**src/inc/ccsr_defines.svh**
```systemverilog
// Constants for the machine, floating-point and loop CSR bank.
// Assumes a 12-bit CSR address space and 32-bit CSR data.
//
// Function
// - Read-only fields ignore every CSR write.
// - Writable fields keep the last written value.
// - Five sticky exception flags, upper bits zero.
// - Three-bit rounding mode field, upper bits zero.
// - Combined view: mode 7:5, flags 4:0.
// - Float CSRs exist only with float unit.
// - Loop addresses user read-only, bits 1:0 zero.
// - Loop counts 32-bit read-only, reset zero.
// - Float state field in status 14:13.
// - Float instruction except store marks dirty.
// - Previous privilege hardwired 11 without user.
// - Trap saves enable; return restores it.
// - Interrupt enables at 31:16, 11, 7, 3.
// - Trap base 256-byte aligned, 7:2 zero.
// - Trap mode bit 0, bit 1 zero.
// - Trap vector resets from boot base input.
// - Traps branch using trap base 31:8.
// - Return loads PC from exception PC.
`ifndef CCSR_DEFINES_SVH
`define CCSR_DEFINES_SVH

`define CCSR_A_FLAGS      12'h001
`define CCSR_A_RMODE      12'h002
`define CCSR_A_FCTRL      12'h003
`define CCSR_A_STATE      12'h300
`define CCSR_A_IRQEN      12'h304
`define CCSR_A_TVEC       12'h305
`define CCSR_A_SCRATCH    12'h340
`define CCSR_A_LP0_BEGIN  12'hCC0
`define CCSR_A_LP0_FINISH 12'hCC1
`define CCSR_A_LP0_COUNT  12'hCC2
`define CCSR_A_LP1_BEGIN  12'hCC4
`define CCSR_A_LP1_FINISH 12'hCC5
`define CCSR_A_LP1_COUNT  12'hCC6

`define CCSR_ST_DIRTY_SUM 31
`define CCSR_ST_FS_HI     14
`define CCSR_ST_FS_LO     13
`define CCSR_ST_PP_HI     12
`define CCSR_ST_PP_LO     11
`define CCSR_ST_PIE       7
`define CCSR_ST_IE        3
`define CCSR_FC_RM_HI     7
`define CCSR_FC_RM_LO     5
`define CCSR_TV_BASE_LO   8

`define CCSR_IRQEN_MASK   32'hFFFF0888
`define CCSR_STATE_RST    32'h00001800
`define CCSR_FS_DIRTY     2'h3
`define CCSR_FS_OFF       2'h0
`define CCSR_PRIV_M       2'h3
`define CCSR_PRIV_U       2'h0
`define CCSR_TV_MODE_RST  1'h1

`endif

```
**src/inc/ccsr_pkg.sv**
```systemverilog
// Types shared by the CSR bank modules.
// Assumes nothing beyond a SystemVerilog compiler.
`default_nettype none
package ccsr_pkg;
	typedef logic [11:0] ccsr_addr_t;
	typedef logic [31:0] ccsr_word_t;
	typedef enum logic [1:0] {LP_BEGIN, LP_FINISH, LP_COUNT} ccsr_loop_fld_t;
endpackage : ccsr_pkg
`default_nettype wire

```
**src/inc/ccsr_sub_if.sv**
```systemverilog
// Carrier between the bank and its float and loop storage.
// Assumes one clock domain shared by all users.
`default_nettype none
interface ccsr_sub_if;
	import ccsr_pkg::*;
	logic                  flagsWe;
	logic [4:0]            flagsWdata;
	logic [4:0]            flagsAccrue;
	logic                  rmWe;
	logic [2:0]            rmWdata;
	logic [4:0]            flags;
	logic [2:0]            rm;
	logic                  lpWe;
	logic                  lpSel;
	ccsr_loop_fld_t        lpFld;
	ccsr_word_t            lpWdata;
	logic [1:0]            lpDecr;
	logic [1:0][31:0]      lpBegin;
	logic [1:0][31:0]      lpFinish;
	logic [1:0][31:0]      lpCount;
	modport bank (output flagsWe, flagsWdata, flagsAccrue, rmWe, rmWdata, lpWe, lpSel, lpFld, lpWdata,
		lpDecr, input flags, rm, lpBegin, lpFinish, lpCount);
	modport fp (input flagsWe, flagsWdata, flagsAccrue, rmWe, rmWdata, output flags, rm);
	modport loop (input lpWe, lpSel, lpFld, lpWdata, lpDecr, output lpBegin, lpFinish, lpCount);
endinterface : ccsr_sub_if
`default_nettype wire

```
**src/rtl/ccsr_fp_store.sv**
```systemverilog
// Single storage for the exception flags and rounding mode.
// Assumes the bank already gates writes by address.
`include "ccsr_defines.svh"
`default_nettype none
module ccsr_fp_store #(
	parameter int FLOAT_UNIT_PRESENT = 1
) (
	input  wire logic  clk,  // core clock
	input  wire logic  rstn, // async reset, low
	ccsr_sub_if.fp     sub   // write and view port
);
	import ccsr_pkg::*;

	generate
		if (FLOAT_UNIT_PRESENT == 1) begin : g_fp
			// Accrual wins over a write in the same cycle so no event is lost.
			always_ff @(posedge clk or negedge rstn) begin
				if (!rstn) sub.flags <= 5'h00;
				else sub.flags <= (sub.flagsWe ? sub.flagsWdata : sub.flags) | sub.flagsAccrue;
			end
			always_ff @(posedge clk or negedge rstn) begin
				if (!rstn) sub.rm <= 3'h0;
				else if (sub.rmWe) sub.rm <= sub.rmWdata;
			end
			flag_sticky_a: assert property (@(posedge clk) disable iff (!rstn)
				|sub.flagsAccrue |=> ((sub.flags & $past(sub.flagsAccrue)) == $past(sub.flagsAccrue)))
				else $error("accrued flag lost");
		end else begin : g_nofp
			assign sub.flags = 5'h00;
			assign sub.rm    = 3'h0;
		end
	endgenerate
endmodule : ccsr_fp_store
`default_nettype wire

```
**src/rtl/ccsr_loop_regs.sv**
```systemverilog
// Hardware loop begin, finish and count registers.
// Assumes the loop controller alone updates them.
`default_nettype none
module ccsr_loop_regs #(
	parameter int CUSTOM_EXTENSION_ENABLE = 1,
	parameter int LOOPS                   = 2
) (
	input  wire logic  clk,  // core clock
	input  wire logic  rstn, // async reset, low
	ccsr_sub_if.loop   sub   // loop controller port
);
	import ccsr_pkg::*;

	generate
		for (genvar i = 0; i < LOOPS; i++) begin : g_lp
			if (CUSTOM_EXTENSION_ENABLE == 1) begin : g_on
				logic wrHere;
				assign wrHere = sub.lpWe && (sub.lpSel == 1'(i));
				always_ff @(posedge clk or negedge rstn) begin
					if (!rstn) begin
						sub.lpBegin[i]  <= 32'h00000000;
						sub.lpFinish[i] <= 32'h00000000;
					end else if (wrHere && sub.lpFld == LP_BEGIN) begin
						sub.lpBegin[i]  <= {sub.lpWdata[31:2], 2'h0};
					end else if (wrHere && sub.lpFld == LP_FINISH) begin
						sub.lpFinish[i] <= {sub.lpWdata[31:2], 2'h0};
					end
				end
				always_ff @(posedge clk or negedge rstn) begin
					if (!rstn) sub.lpCount[i] <= 32'h00000000;
					else if (wrHere && sub.lpFld == LP_COUNT) sub.lpCount[i] <= sub.lpWdata;
					else if (sub.lpDecr[i] && sub.lpCount[i] != 32'h00000000) sub.lpCount[i] <= sub.lpCount[i] - 32'h1;
				end
				cnt_dec_a: assert property (@(posedge clk) disable iff (!rstn)
					sub.lpDecr[i] && !wrHere && sub.lpCount[i] != 32'h0 |=> sub.lpCount[i] == $past(sub.lpCount[i]) - 32'h1)
					else $error("loop count did not step down");
			end else begin : g_off
				assign sub.lpBegin[i]  = 32'h00000000;
				assign sub.lpFinish[i] = 32'h00000000;
				assign sub.lpCount[i]  = 32'h00000000;
			end
		end
	endgenerate
endmodule : ccsr_loop_regs
`default_nettype wire

```
**src/rtl/ccsr_bank.sv**
```systemverilog
// Machine, floating-point and hardware-loop CSR bank.
// Assumes the pipeline presents one CSR access per cycle and trap events as pulses.
`include "ccsr_defines.svh"
`default_nettype none
module ccsr_bank #(
	parameter int FLOAT_UNIT_PRESENT      = 1,
	parameter int SHARED_INT_REGS         = 0,
	parameter int CUSTOM_EXTENSION_ENABLE = 1,
	parameter int USER_MODE_ENABLE        = 0
) (
	input  wire logic              clk,          // core clock
	input  wire logic              rstn,         // async reset, low
	input  wire ccsr_pkg::ccsr_addr_t csrAddr,   // CSR address
	input  wire logic              csrRe,        // read request
	input  wire logic              csrWe,        // write request
	input  wire ccsr_pkg::ccsr_word_t csrWdata,  // write data
	output ccsr_pkg::ccsr_word_t   csrRdata,     // read data, registered
	output logic                   csrRvalid,    // read data valid pulse
	output logic                   csrIllegal,   // access refused pulse
	input  wire logic              trapTake,     // exception or interrupt taken
	input  wire logic              trapIsIrq,    // trap is an interrupt
	input  wire logic [4:0]        trapCause,    // trap cause code
	input  wire logic              mretTake,     // trap return executed
	input  wire ccsr_pkg::ccsr_word_t mepcIn,    // saved exception PC
	output logic                   pcLoad,       // redirect pulse
	output ccsr_pkg::ccsr_word_t   pcTarget,     // redirect target
	input  wire logic              fpExec,       // float instruction executed
	input  wire logic              fpIsStore,    // that instruction is a store
	input  wire logic [4:0]        fpAccrue,     // flags raised by float unit
	output logic [2:0]             fpRoundMode,  // rounding mode to float unit
	input  wire logic              lpWe,         // loop controller write
	input  wire logic              lpSel,        // loop index
	input  wire ccsr_pkg::ccsr_loop_fld_t lpFld, // loop field
	input  wire ccsr_pkg::ccsr_word_t lpWdata,   // loop write data
	input  wire logic [1:0]        lpDecr,       // loop count step
	input  wire ccsr_pkg::ccsr_word_t bootTrapBase, // boot trap base
	output logic [31:0]            irqEnable,    // interrupt enables
	output logic                   irqGlobalEn   // global interrupt enable
);
	import ccsr_pkg::*;

	localparam logic FP_ON  = (FLOAT_UNIT_PRESENT == 1);
	localparam logic FS_ON  = FP_ON && (SHARED_INT_REGS == 0);
	localparam logic LP_ON  = (CUSTOM_EXTENSION_ENABLE == 1);
	// Reset image of the status word, named so that single fields can be selected from it.
	localparam ccsr_word_t STATE_RST = `CCSR_STATE_RST;

	// ----------------------------------------
	// Address decode
	// ----------------------------------------
	function automatic logic csrMapped(input ccsr_addr_t a);
		case (a)
			`CCSR_A_FLAGS, `CCSR_A_RMODE, `CCSR_A_FCTRL: return FP_ON;
			`CCSR_A_STATE, `CCSR_A_IRQEN, `CCSR_A_TVEC, `CCSR_A_SCRATCH: return 1'b1;
			`CCSR_A_LP0_BEGIN, `CCSR_A_LP0_FINISH, `CCSR_A_LP0_COUNT,
			`CCSR_A_LP1_BEGIN, `CCSR_A_LP1_FINISH, `CCSR_A_LP1_COUNT: return LP_ON;
			default: return 1'b0;
		endcase
	endfunction : csrMapped

	function automatic logic csrReadOnly(input ccsr_addr_t a);
		return a[11:10] == 2'h3;
	endfunction : csrReadOnly

	logic rdOk;
	logic wrOk;
	logic wrHit;

	assign rdOk  = csrMapped(csrAddr);
	// Writes to the loop registers are refused whole, never partly applied.
	assign wrOk  = csrMapped(csrAddr) && !csrReadOnly(csrAddr);
	assign wrHit = csrWe && wrOk;

	// ----------------------------------------
	// Float and loop storage
	// ----------------------------------------
	ccsr_sub_if sub ();

	assign sub.flagsWe     = wrHit && (csrAddr == `CCSR_A_FLAGS || csrAddr == `CCSR_A_FCTRL);
	assign sub.flagsWdata  = csrWdata[4:0];
	assign sub.rmWe        = wrHit && (csrAddr == `CCSR_A_RMODE || csrAddr == `CCSR_A_FCTRL);
	assign sub.rmWdata     = (csrAddr == `CCSR_A_FCTRL) ? csrWdata[`CCSR_FC_RM_HI:`CCSR_FC_RM_LO]
		: csrWdata[2:0];
	assign sub.flagsAccrue = FP_ON ? fpAccrue : 5'h00;
	assign sub.lpWe        = lpWe;
	assign sub.lpSel       = lpSel;
	assign sub.lpFld       = lpFld;
	assign sub.lpWdata     = lpWdata;
	assign sub.lpDecr      = lpDecr;
	assign fpRoundMode     = sub.rm;

	ccsr_fp_store #(
		.FLOAT_UNIT_PRESENT (FLOAT_UNIT_PRESENT)
	) u_fp (
		.clk  (clk),
		.rstn (rstn),
		.sub  (sub.fp)
	);

	ccsr_loop_regs #(
		.CUSTOM_EXTENSION_ENABLE (CUSTOM_EXTENSION_ENABLE),
		.LOOPS                   (2)
	) u_loop (
		.clk  (clk),
		.rstn (rstn),
		.sub  (sub.loop)
	);

	// ----------------------------------------
	// Machine status
	// ----------------------------------------
	logic       ie;
	logic       pie;
	logic [1:0] fs;
	logic [1:0] pp;
	logic       stWr;

	// A trap or return in the same cycle as a status write takes precedence.
	assign stWr = wrHit && csrAddr == `CCSR_A_STATE && !trapTake && !mretTake;

	always_ff @(posedge clk or negedge rstn) begin
		if (!rstn) begin
			ie  <= STATE_RST[`CCSR_ST_IE];
			pie <= STATE_RST[`CCSR_ST_PIE];
		end else if (trapTake) begin
			pie <= ie;
			ie  <= 1'b0;
		end else if (mretTake) begin
			ie  <= pie;
			pie <= 1'b1;
		end else if (stWr) begin
			ie  <= csrWdata[`CCSR_ST_IE];
			pie <= csrWdata[`CCSR_ST_PIE];
		end
	end

	always_ff @(posedge clk or negedge rstn) begin
		if (!rstn) fs <= `CCSR_FS_OFF;
		else if (!FS_ON) fs <= `CCSR_FS_OFF;
		else if (fpExec && !fpIsStore) fs <= `CCSR_FS_DIRTY;
		else if (stWr) fs <= csrWdata[`CCSR_ST_FS_HI:`CCSR_ST_FS_LO];
	end

	generate
		if (USER_MODE_ENABLE == 0) begin : g_mpp_fixed
			assign pp = `CCSR_PRIV_M;
		end else begin : g_mpp_rw
			always_ff @(posedge clk or negedge rstn) begin
				if (!rstn) pp <= STATE_RST[`CCSR_ST_PP_HI:`CCSR_ST_PP_LO];
				else if (trapTake) pp <= `CCSR_PRIV_M;
				else if (mretTake) pp <= `CCSR_PRIV_U;
				else if (stWr) pp <= (csrWdata[`CCSR_ST_PP_HI:`CCSR_ST_PP_LO] == `CCSR_PRIV_M)
					? `CCSR_PRIV_M : `CCSR_PRIV_U;
			end
		end
	endgenerate

	ccsr_word_t stView;
	always_comb begin
		stView = 32'h00000000;
		stView[`CCSR_ST_DIRTY_SUM] = (fs == `CCSR_FS_DIRTY);
		stView[`CCSR_ST_FS_HI:`CCSR_ST_FS_LO] = fs;
		stView[`CCSR_ST_PP_HI:`CCSR_ST_PP_LO] = pp;
		stView[`CCSR_ST_PIE] = pie;
		stView[`CCSR_ST_IE] = ie;
	end
	assign irqGlobalEn = ie;

	// ----------------------------------------
	// Interrupt enables, scratch, trap vector
	// ----------------------------------------
	ccsr_word_t scratch;
	logic [23:0] tvBase;
	logic        tvMode;
	logic        tvBoot;

	always_ff @(posedge clk or negedge rstn) begin
		if (!rstn) irqEnable <= 32'h00000000;
		else if (wrHit && csrAddr == `CCSR_A_IRQEN) irqEnable <= csrWdata & `CCSR_IRQEN_MASK;
	end

	always_ff @(posedge clk or negedge rstn) begin
		if (!rstn) scratch <= 32'h00000000;
		else if (wrHit && csrAddr == `CCSR_A_SCRATCH) scratch <= csrWdata;
	end

	// The boot base is a pin, so it is caught on the first edge after release.
	always_ff @(posedge clk or negedge rstn) begin
		if (!rstn) begin
			tvBase <= 24'h000000;
			tvMode <= `CCSR_TV_MODE_RST;
			tvBoot <= 1'b1;
		end else if (tvBoot) begin
			tvBase <= bootTrapBase[31:`CCSR_TV_BASE_LO];
			tvMode <= `CCSR_TV_MODE_RST;
			tvBoot <= 1'b0;
		end else if (wrHit && csrAddr == `CCSR_A_TVEC) begin
			tvBase <= csrWdata[31:`CCSR_TV_BASE_LO];
			tvMode <= csrWdata[0];
		end
	end

	// ----------------------------------------
	// Trap redirect
	// ----------------------------------------
	always_ff @(posedge clk or negedge rstn) begin
		if (!rstn) pcLoad <= 1'b0;
		else pcLoad <= trapTake || mretTake;
	end

	// Vectored interrupts add cause times four; the offset never reaches bit 8.
	always_ff @(posedge clk or negedge rstn) begin
		if (!rstn) pcTarget <= 32'h00000000;
		else if (trapTake) pcTarget <= (tvMode && trapIsIrq) ? {tvBase, 1'b0, trapCause, 2'h0}
			: {tvBase, 8'h00};
		else if (mretTake) pcTarget <= mepcIn;
	end

	// ----------------------------------------
	// Read path
	// ----------------------------------------
	ccsr_word_t rdView;
	always_comb begin
		case (csrAddr)
			`CCSR_A_FLAGS:      rdView = {27'h0, sub.flags};
			`CCSR_A_RMODE:      rdView = {29'h0, sub.rm};
			`CCSR_A_FCTRL:      rdView = {24'h0, sub.rm, sub.flags};
			`CCSR_A_STATE:      rdView = stView;
			`CCSR_A_IRQEN:      rdView = irqEnable;
			`CCSR_A_TVEC:       rdView = {tvBase, 6'h00, 1'b0, tvMode};
			`CCSR_A_SCRATCH:    rdView = scratch;
			`CCSR_A_LP0_BEGIN:  rdView = sub.lpBegin[0];
			`CCSR_A_LP0_FINISH: rdView = sub.lpFinish[0];
			`CCSR_A_LP0_COUNT:  rdView = sub.lpCount[0];
			`CCSR_A_LP1_BEGIN:  rdView = sub.lpBegin[1];
			`CCSR_A_LP1_FINISH: rdView = sub.lpFinish[1];
			`CCSR_A_LP1_COUNT:  rdView = sub.lpCount[1];
			default:            rdView = 32'h00000000;
		endcase
	end

	always_ff @(posedge clk or negedge rstn) begin
		if (!rstn) begin
			csrRdata   <= 32'h00000000;
			csrRvalid  <= 1'b0;
			csrIllegal <= 1'b0;
		end else begin
			csrRdata   <= (csrRe && rdOk) ? rdView : 32'h00000000;
			csrRvalid  <= csrRe && rdOk;
			csrIllegal <= (csrRe && !rdOk) || (csrWe && !wrOk);
		end
	end

	// ----------------------------------------
	// Checks
	// ----------------------------------------
	trap_saves_ie_a: assert property (@(posedge clk) disable iff (!rstn)
		trapTake |=> pie == $past(ie) && !ie)
		else $error("trap did not save interrupt enable");

	mret_restore_a: assert property (@(posedge clk) disable iff (!rstn)
		mretTake && !trapTake |=> ie == $past(pie))
		else $error("return did not restore interrupt enable");

	fs_dirty_a: assert property (@(posedge clk) disable iff (!rstn)
		fpExec && !fpIsStore |=> fs == (FS_ON ? `CCSR_FS_DIRTY : `CCSR_FS_OFF))
		else $error("float state not marked dirty");

	dirty_summary_a: assert property (@(posedge clk) disable iff (!rstn)
		stView[`CCSR_ST_DIRTY_SUM] == (stView[`CCSR_ST_FS_HI:`CCSR_ST_FS_LO] == 2'h3))
		else $error("dirty summary disagrees with float state");

	pp_fixed_a: assert property (@(posedge clk) disable iff (!rstn)
		USER_MODE_ENABLE == 0 |-> stView[`CCSR_ST_PP_HI:`CCSR_ST_PP_LO] == 2'h3)
		else $error("previous privilege not hardwired");

	tvec_shape_a: assert property (@(posedge clk) disable iff (!rstn)
		csrRvalid && $past(csrAddr) == `CCSR_A_TVEC |-> csrRdata[7:1] == 7'h00)
		else $error("trap vector low bits not zero");

	tvec_boot_a: assert property (@(posedge clk) disable iff (!rstn)
		tvBoot |=> tvBase == $past(bootTrapBase[31:8]) && tvMode && !tvBoot)
		else $error("trap vector not loaded from boot base");

	trap_branch_a: assert property (@(posedge clk) disable iff (!rstn)
		trapTake && !(tvMode && trapIsIrq) |=> pcLoad && pcTarget == {$past(tvBase), 8'h00})
		else $error("trap target wrong");

	mret_pc_a: assert property (@(posedge clk) disable iff (!rstn)
		mretTake && !trapTake |=> pcLoad && pcTarget == $past(mepcIn))
		else $error("return target wrong");

	irqen_mask_a: assert property (@(posedge clk) disable iff (!rstn)
		(irqEnable & ~`CCSR_IRQEN_MASK) == 32'h0)
		else $error("unimplemented enable bit set");

	ro_write_a: assert property (@(posedge clk) disable iff (!rstn)
		csrWe && csrReadOnly(csrAddr) |=> csrIllegal)
		else $error("read-only write not refused");

	fctrl_view_a: assert property (@(posedge clk) disable iff (!rstn)
		csrRvalid && $past(csrAddr) == `CCSR_A_FCTRL |-> csrRdata == {24'h0, $past(sub.rm), $past(sub.flags)})
		else $error("combined float view differs");

	dirty_read_a: assert property (@(posedge clk) disable iff (!rstn)
		csrRvalid && $past(csrAddr) == `CCSR_A_STATE |-> csrRdata[31] == (csrRdata[14:13] == 2'h3))
		else $error("dirty summary read wrong");

	flags_read_a: assert property (@(posedge clk) disable iff (!rstn)
		csrRvalid && $past(csrAddr) == `CCSR_A_FLAGS |-> csrRdata[31:5] == 27'h0000000)
		else $error("flag register upper bits not zero");

	rmode_read_a: assert property (@(posedge clk) disable iff (!rstn)
		csrRvalid && $past(csrAddr) == `CCSR_A_RMODE |-> csrRdata[31:3] == 29'h00000000)
		else $error("rounding mode upper bits not zero");

	fs_write_a: assert property (@(posedge clk) disable iff (!rstn)
		stWr && !(fpExec && !fpIsStore) |=> fs == (FS_ON ? $past(csrWdata[14:13]) : 2'h0))
		else $error("float state write wrong");

	scratch_keep_a: assert property (@(posedge clk) disable iff (!rstn)
		wrHit && csrAddr == `CCSR_A_SCRATCH |=> scratch == $past(csrWdata))
		else $error("scratch write lost");

	irqen_write_a: assert property (@(posedge clk) disable iff (!rstn)
		wrHit && csrAddr == `CCSR_A_IRQEN |=> irqEnable == ($past(csrWdata) & `CCSR_IRQEN_MASK))
		else $error("interrupt enable write wrong");

	// The boot load owns the first edge, so a write there is not expected to land.
	tvec_write_a: assert property (@(posedge clk) disable iff (!rstn)
		wrHit && csrAddr == `CCSR_A_TVEC && !tvBoot
		|=> tvBase == $past(csrWdata[31:8]) && tvMode == $past(csrWdata[0]))
		else $error("trap vector write wrong");

	// Begin and finish addresses sit where address bit 1 is clear.
	loop_addr_a: assert property (@(posedge clk) disable iff (!rstn)
		csrRvalid && $past(csrAddr[11:4]) == 8'hCC && !$past(csrAddr[1]) |-> csrRdata[1:0] == 2'h0)
		else $error("loop address low bits not zero");

	rm_write_a: assert property (@(posedge clk) disable iff (!rstn)
		sub.rmWe |=> sub.rm == $past(sub.rmWdata))
		else $error("rounding mode write lost");
endmodule : ccsr_bank
`default_nettype wire

```
**config.mk**
```make
export PLATFORM = sky130hd
export DESIGN_NAME = ccsr_bank
export DESIGN_NICKNAME = d
export VERILOG_FILES = /design/src/inc/ccsr_pkg.sv /design/src/inc/ccsr_sub_if.sv /design/src/rtl/ccsr_fp_store.sv /design/src/rtl/ccsr_loop_regs.sv /design/src/rtl/ccsr_bank.sv
export VERILOG_INCLUDE_DIRS = /design/src /design/src/inc
export SDC_FILE = /design/constraint.sdc
export NUM_CORES = 1
export LEC_CHECK = 0
export CAP_MARGIN = 20
export CORE_MARGIN = 2
export CORE_UTILIZATION = 30
export CTS_CLUSTER_DIAMETER = 40
export DETAILED_ROUTE_END_ITERATION = 6
export DONT_BUFFER_PORTS = 1
export PLACE_DENSITY_LB_ADDON = 0.15
export SLEW_MARGIN = 40
export SYNTH_ARGS = -nofsm -noshare
export SYNTH_HDL_FRONTEND = slang
export SYNTH_HIERARCHICAL = 1
export SYNTH_SLANG_ARGS = --single-unit
```
**constraint.sdc**
```tcl
create_clock -name clk -period 2.8 [get_ports clk]
set_clock_uncertainty 0.2 [all_clocks]
set_input_delay 0.28 -clock clk [delete_from_list [all_inputs] [get_ports clk]]
set_output_delay 0.28 -clock clk [all_outputs]
set_load 0.01 [all_outputs]
```
* After elaboration in Yosys (flattened, before gate mapping)
Index checks and enable logic that the tools add are counted.
** Storage, ports and cells
- Register bits after elaboration :: 340
- Output and inout bits :: 103
** Cells by class
- Add/subtract/negate cells :: 2
- Equal/unequal tests :: 17
- Multiplexer cells :: 24
- Bitwise operators :: 4
- Reduce and logical (&&, ||, !) cells :: 47
** Operators by type and width (count)
- 32-bit one-hot mux with 13 select lines :: 1
- 32-bit two-way mux :: 7
- 12-bit equality test, second input constant :: 6
- 32-bit nonzero test :: 2
- 32-bit by 1-bit subtractor with 32-bit output, second input constant :: 2
- 12-bit by 10-bit equality test with 1-bit output, second input constant :: 4
- 24-bit two-way mux :: 2
- 1-bit logical AND :: 25
- 12-bit by 2-bit equality test with 1-bit output, second input constant :: 2
- 13-bit OR reduction :: 1
- 12-bit by 1-bit equality test with 1-bit output, second input constant :: 1
- 2-bit nonzero test :: 5
- 1-bit two-way mux :: 9
- 7-bit two-way mux :: 1
- 2-bit equality test, second input constant :: 3
- 1-bit zero test :: 6
- 5-bit two-way mux :: 1
- 5-bit bitwise OR :: 1
- 1-bit logical OR :: 4
- 2-bit two-way mux :: 2
- 2-bit AND reduction :: 2
- 3-bit two-way mux :: 1
- 1-bit NOT :: 3
- 3-bit nonzero test :: 1
- 2 further kinds :: 2

* Longest topological paths before layout
- Word-level depth :: 11
- Mapped depth :: 9
- Depth with buffers taken out :: 8

* Hierarchy
Netlist, hierarchy kept.
** By module, submodules not included
- ccsr_loop_regs :: times used 1, cells an instance 704, area an instance 8296.7 sq um, seq. area each 4604.4 sq um
- ccsr_bank :: times used 1, cells an instance 770, area an instance 8049.0 sq um, seq. area each 3706.1 sq um
- ccsr_fp_store :: times used 1, cells an instance 22, area an instance 332.8 sq um, seq. area each 200.2 sq um

* Least setup slack after synthesis
OpenSTA, ideal clock, no wires.
- Path type :: register to register
- Start :: register u_loop.sub.lpCount[4]
- End :: register u_loop.sub.lpCount[15]
- Data arrival time :: 2.243 ns
- Required time :: 2.471 ns
- Slack :: 0.228 ns
- Cell stages (with the launch flop) :: 8
- Clock period less this slack :: 2.572 ns
- Path through :: dfrtp_1 > or4_4 > or3b_1 > buf_6 > or4_4 > nand2_1 > xor2_1 > o21ai_1
** Between the ends
- Longest elaborated chain between the ends :: 3
** Ends and longest elaborated chain
- start, declared :: line ccsr_sub_if.sv:24 : modport loop (input lpWe, lpSel, lpFld, lpWdata, lpDecr, output lpBegin, lpFinish, lpCount);
- start signal, assigned by index :: line ccsr_loop_regs.sv:31 : else if (wrHere && sub.lpFld == LP_COUNT) sub.lpCount[i] <= sub.lpWdata;
- 32-bit by 1-bit subtractor with 32-bit output or 32-bit nonzero test (tied branches) :: line ccsr_loop_regs.sv:32 : else if (sub.lpDecr[i] && sub.lpCount[i] != 32'h00000000) sub.lpCount[i] <= sub.lpCount[i] - 32'h1;
- 32-bit two-way mux or 1-bit logical AND (tied branches) :: line ccsr_loop_regs.sv:32
- 32-bit two-way mux or 2-bit nonzero test (tied branches)
Parallel ways exist; a longest one is shown, timed or not. The select of a mux whose other input is x is not followed.
A chain may end at the register's enable or synchronous reset.

* Worst setup path in the final report
- Start :: input csrAddr[6]
- End :: register fs[1]
** Between the ends
- Longest elaborated chain between the ends :: 9
** Ends and longest elaborated chain
- start, declared :: line ccsr_bank.sv:13 : input wire ccsr_pkg::ccsr_addr_t csrAddr,
- 12-bit by 1-bit equality test with 1-bit output, or another cell as far along :: line ccsr_bank.sv:52 : case (a)
- 13-bit OR reduction (no source line)
- 1-bit two-way mux :: line ccsr_bank.sv:52
- 1-bit logical AND :: line ccsr_bank.sv:71 : assign wrOk = csrMapped(csrAddr) && !csrReadOnly(csrAddr);
- 1-bit logical AND :: line ccsr_bank.sv:72 : assign wrHit = csrWe && wrOk;
- 1-bit logical AND (no source line) (*)
- 1-bit logical AND (*) (2 in series) :: line ccsr_bank.sv:119 : assign stWr = wrHit && csrAddr == `CCSR_A_STATE && !trapTake && !mretTake;
- 2-bit nonzero test (no source line) (*)
- end signal, assigned :: line ccsr_bank.sv:138 : if (!rstn) fs <= `CCSR_FS_OFF;
- end signal, assigned :: line ccsr_bank.sv:139 : else if (!FS_ON) fs <= `CCSR_FS_OFF;
- end signal, assigned :: line ccsr_bank.sv:140 : else if (fpExec && !fpIsStore) fs <= `CCSR_FS_DIRTY;
- end, declared :: line ccsr_bank.sv:114 : logic [1:0] fs;
Every way passes the cells marked *; elsewhere a longest branch is shown, timed or not.

==> results.toml <==
[status]
outcome = "complete, but fails checks"
violations = "hold timing"

[worst_setup_path]
cp_slowest_cell = "dlygate4sd3_1"
cp_top_family = "buffers and inverters"
crit_path_max_fanout = 6
crit_path_frequent_cell = "dlygate4sd3_1"
crit_required_ns = 3.09
cpPeakStageDelay_ns = 0.58
cp.arrival_ns = 2.95
start_kind = "input pin"
rrSetupSlack_ns = 0.15
worstReg2RegStart = "u_loop/sub.lpBegin[63]$_DFFE_PN0P_"
critPathBufInv = 3
crit_path_end_kind = "flop"
r2r_end = "csrRdata[31]$_DFF_PN0_"
crit_type = "in2reg"
worst_r2r_path_depth = 7
crit_chain = "dlygate4sd3_1 -> nor4_4 -> and4_4 -> mux2i_1 -> dlygate4sd3_1 -> nand2_1 -> dlygate4sd3_1"

[final_layout]
areaGrowthSynthToFinish_pct = 33.59
final_cell_mix = "338 x dfrtp_1, 248 x dlygate4sd3_1, 174 x nand2_1"
fin_nets = 1936
drive_gt1_share_pct = 20.99
final_common_cell = "dfrtp_1"
finalInstanceArea_mm2 = 0.02228
layout.cells.non_filler = 2570
fin_util_pct = 40.52

[logic_synthesis]
netlist_area_mm2 = 0.01668
synth_cells = 1496
synth_edf_count = 0
synth-adder-area-share_pct = 0.1500
synth_ff_type = "dfrtp_1"
seq_area_frac_synth_pct = 51.03
synth_mux_area_share_pct = 16.71
synth.area.top_cells = "dfrtp_1 51%, mux2_2 9.3%, mux2i_1 4.0%"
ys_seq_elements = 340
synth_top_family_by_area = "multiplexers"
syn_avg_cell_area_um2 = 11.15
yosys_warnings = 6
synth-xor-area-share_pct = 2.678
synth_top_area_share_pct = 50.71
synth_compound_area_share_pct = 12.52
synth_top_cell_by_area = "dfrtp_1"
yosysUniqueCellTypes = 70
synthArstFlopShare_pct = 100.0
synthSimpleGateAreaFrac_pct = 12.91

[place]
portBuffers = 0
gp_congestion = 0.8676
place_area_mm2 = 0.01764
dp_cells = 2206
dp_hpwl_um = 38240

[global_route]
track_usage_pct = 20.49
gr-total-overflow = 0
grt_start_max_net_pins = 341
grt_pass1_wl_um = 88580
grt_pass1_vias = 13790
antenna_found_initial = 6

[sta]
relSlewSlack_pct = 25.69
finalHoldViolCount = 340
tightest_slew_ns = 1.115
setup_violations = 0
period_share_pct = 95.04
rsz0062_at_grt = "no"
setup_tns_ns = 0
fin_crit_ns = 2.661
slew_violations = 0
fmax_ghz = 0.3758
hold_ws_ns = -0.8278

[routing]
route.vias.total = 13200
wl_um = 58710
avgViaCountPerCell = 5.134
dr.pass1.iters = 7
drtIter0Drc = 981
wl_per_cell_um = 22.85
ant_nets = 0
route.detailed.drc = 0

[pwr]
p_leak_uw = 0.009378
vdd_drop_max_v = 0.0004172
power.density_mw_per_mm2 = 719.4

[clocking]
post-cts-setup-buffer-count = 0
clkTransAtPathRegs_ns = 0.05
htree_num_levels = 2
numCtsBuffers = 59
cts_sinks = 340
cts_tree = "yes"
cts_buffer_depth = 3
cts_root_buffer = "clkbuf_16"
clk_latency_ns = 0.61

[floorplan]
initial_core_util_pct = 30.33
die_height_um = 239.8
dieArea_mm2 = 0.05750
ios = 268
num_rows = 86
design.core.area_mm2 = 0.05499
die_x_um = 239.8

[worst_hold_path]
min_path_type = "in2async"

[job]
drv_cap = 0
-- where the power goes --
part / internal [uW] / switching (uW) / leakage [uW]
clock network: 4870 / 2730 / 0.00103
registers: 5660 / 661 / 0.00425
logic: 1180 / 938 / 0.00410
-- what timing repair did --
item / in CTS / in global routing
endpoints found under the hold margin: 673 / 341
hold buffers: 248 / 2
gates resized for setup: 0 / 6
endpoints found under the setup margin: 0 / 5
-- final cells by class --
| cell class | instances | area, um2 |
|---|---|---|
| clock buffer | 65 | 1550 |
| sequential | 340 | 8511 |
| antenna | 2 | 5.005 |
| timing repair buffer | 310 | 3028 |
| inverter | 10 | 37.54 |
| fill | 5319 | 32710 |
| tap | 748 | 935.9 |
| multi-input combinational | 1048 | 7655 |
| clock inverter | 47 | 558.0 |
-- routing by layer --
metal  up-vias  share of wire, %  track usage, %
met5         -             0.078               0
li1       6026                 -               -
met2       363                45           32.20
met1      6722                47           28.77
met3        76               5.7           4.402
met4         8               1.5           4.640
-- kinds of logic (layout without fill, tap and decap cells) --
kind of cell               count (synthesis)  count (layout)
AOI/OAI and AO/OA                        316             316
xor gates and xnor gates                  51              51
adders and majority gates                  2               2
buffers and inverters                    128             432
DFF                                      340             340
muxes                                    245             245
other                                      2              24
and+or+nand+nor                          412             412
-- synthesized netlist by cell type, types with 14 or more instances --
library cell	n
dfrtp_1	338
nand2_1	174
mux2_2	138
o21ai_0	109
a22oi_1	86
mux2i_1	67
nor2_1	60
clkbuf_1	59
xnor2_1	36
mux2_4	30
a21oi_1	28
a31oi_1	28
nor3_1	27
nand3_1	25
buf_4	24
buf_2	23
a222oi_1	22
nor4_1	18
xor2_1	15
and3_1	14
-- worst max-delay path by stage --
| stage | to | slack [ns] | cells past startpoint | from |
|---|---|---|---|---|
| finish | fs[1]$_DFFE_PN0P_ | 0.14 | 7 | csrAddr[6] |
| global route | u_loop/sub.lpCount[57]$_DFFE_PN0P_ | 0.007 | 7 | u_loop/sub.lpCount[42]$_DFFE_PN0P_ |
| CTS | csrRdata[14]$_DFF_PN0_ | 0.05 | 8 | csrAddr[3] |
| detailed placement | u_loop/sub.lpCount[21]$_DFFE_PN0P_ | 0.12 | 8 | u_loop/sub.lpCount[4]$_DFFE_PN0P_ |
| global placement | u_loop/sub.lpCount[21]$_DFFE_PN0P_ | 0.12 | 8 | u_loop/sub.lpCount[4]$_DFFE_PN0P_ |
| floorplan | u_loop/sub.lpCount[15]$_DFFE_PN0P_ | 0.23 | 7 | u_loop/sub.lpCount[4]$_DFFE_PN0P_ |
-- metrics by stage --
| stage | hold WS (ns) | setup slack, ns | power [uW] |
|---|---|---|---|
| after floorplan | -0.2156 | 0.2282 | 7464 |
| after detailed placement | -0.1881 | 0.1202 | 8063 |
| after global routing | -0.8704 | 0.007000 | 16760 |
| after global placement | -0.1870 | 0.1207 | 8005 |
| final | -0.8278 | 0.1389 | 16030 |
| after CTS | -0.8605 | 0.05469 | 16180 |
-- flip-flops by register name, indices dropped and copies added, names as in the netlist --
name / count
tvBoot: 1
u_loop/sub.lpFinish: 60
irqGlobalEn: 1
u_fp/sub.rm: 3
csrRdata: 32
pcLoad: 1
tvBase: 24
irqEnable: 19
pcTarget: 32
fs: 2
scratch: 32
tvMode: 1
u_fp/sub.flags: 5
csrIllegal: 1
pie: 1
csrRvalid: 1
u_loop/sub.lpBegin: 60
u_loop/sub.lpCount: 64
No activity file was read; power rests on OpenSTA's default activity.
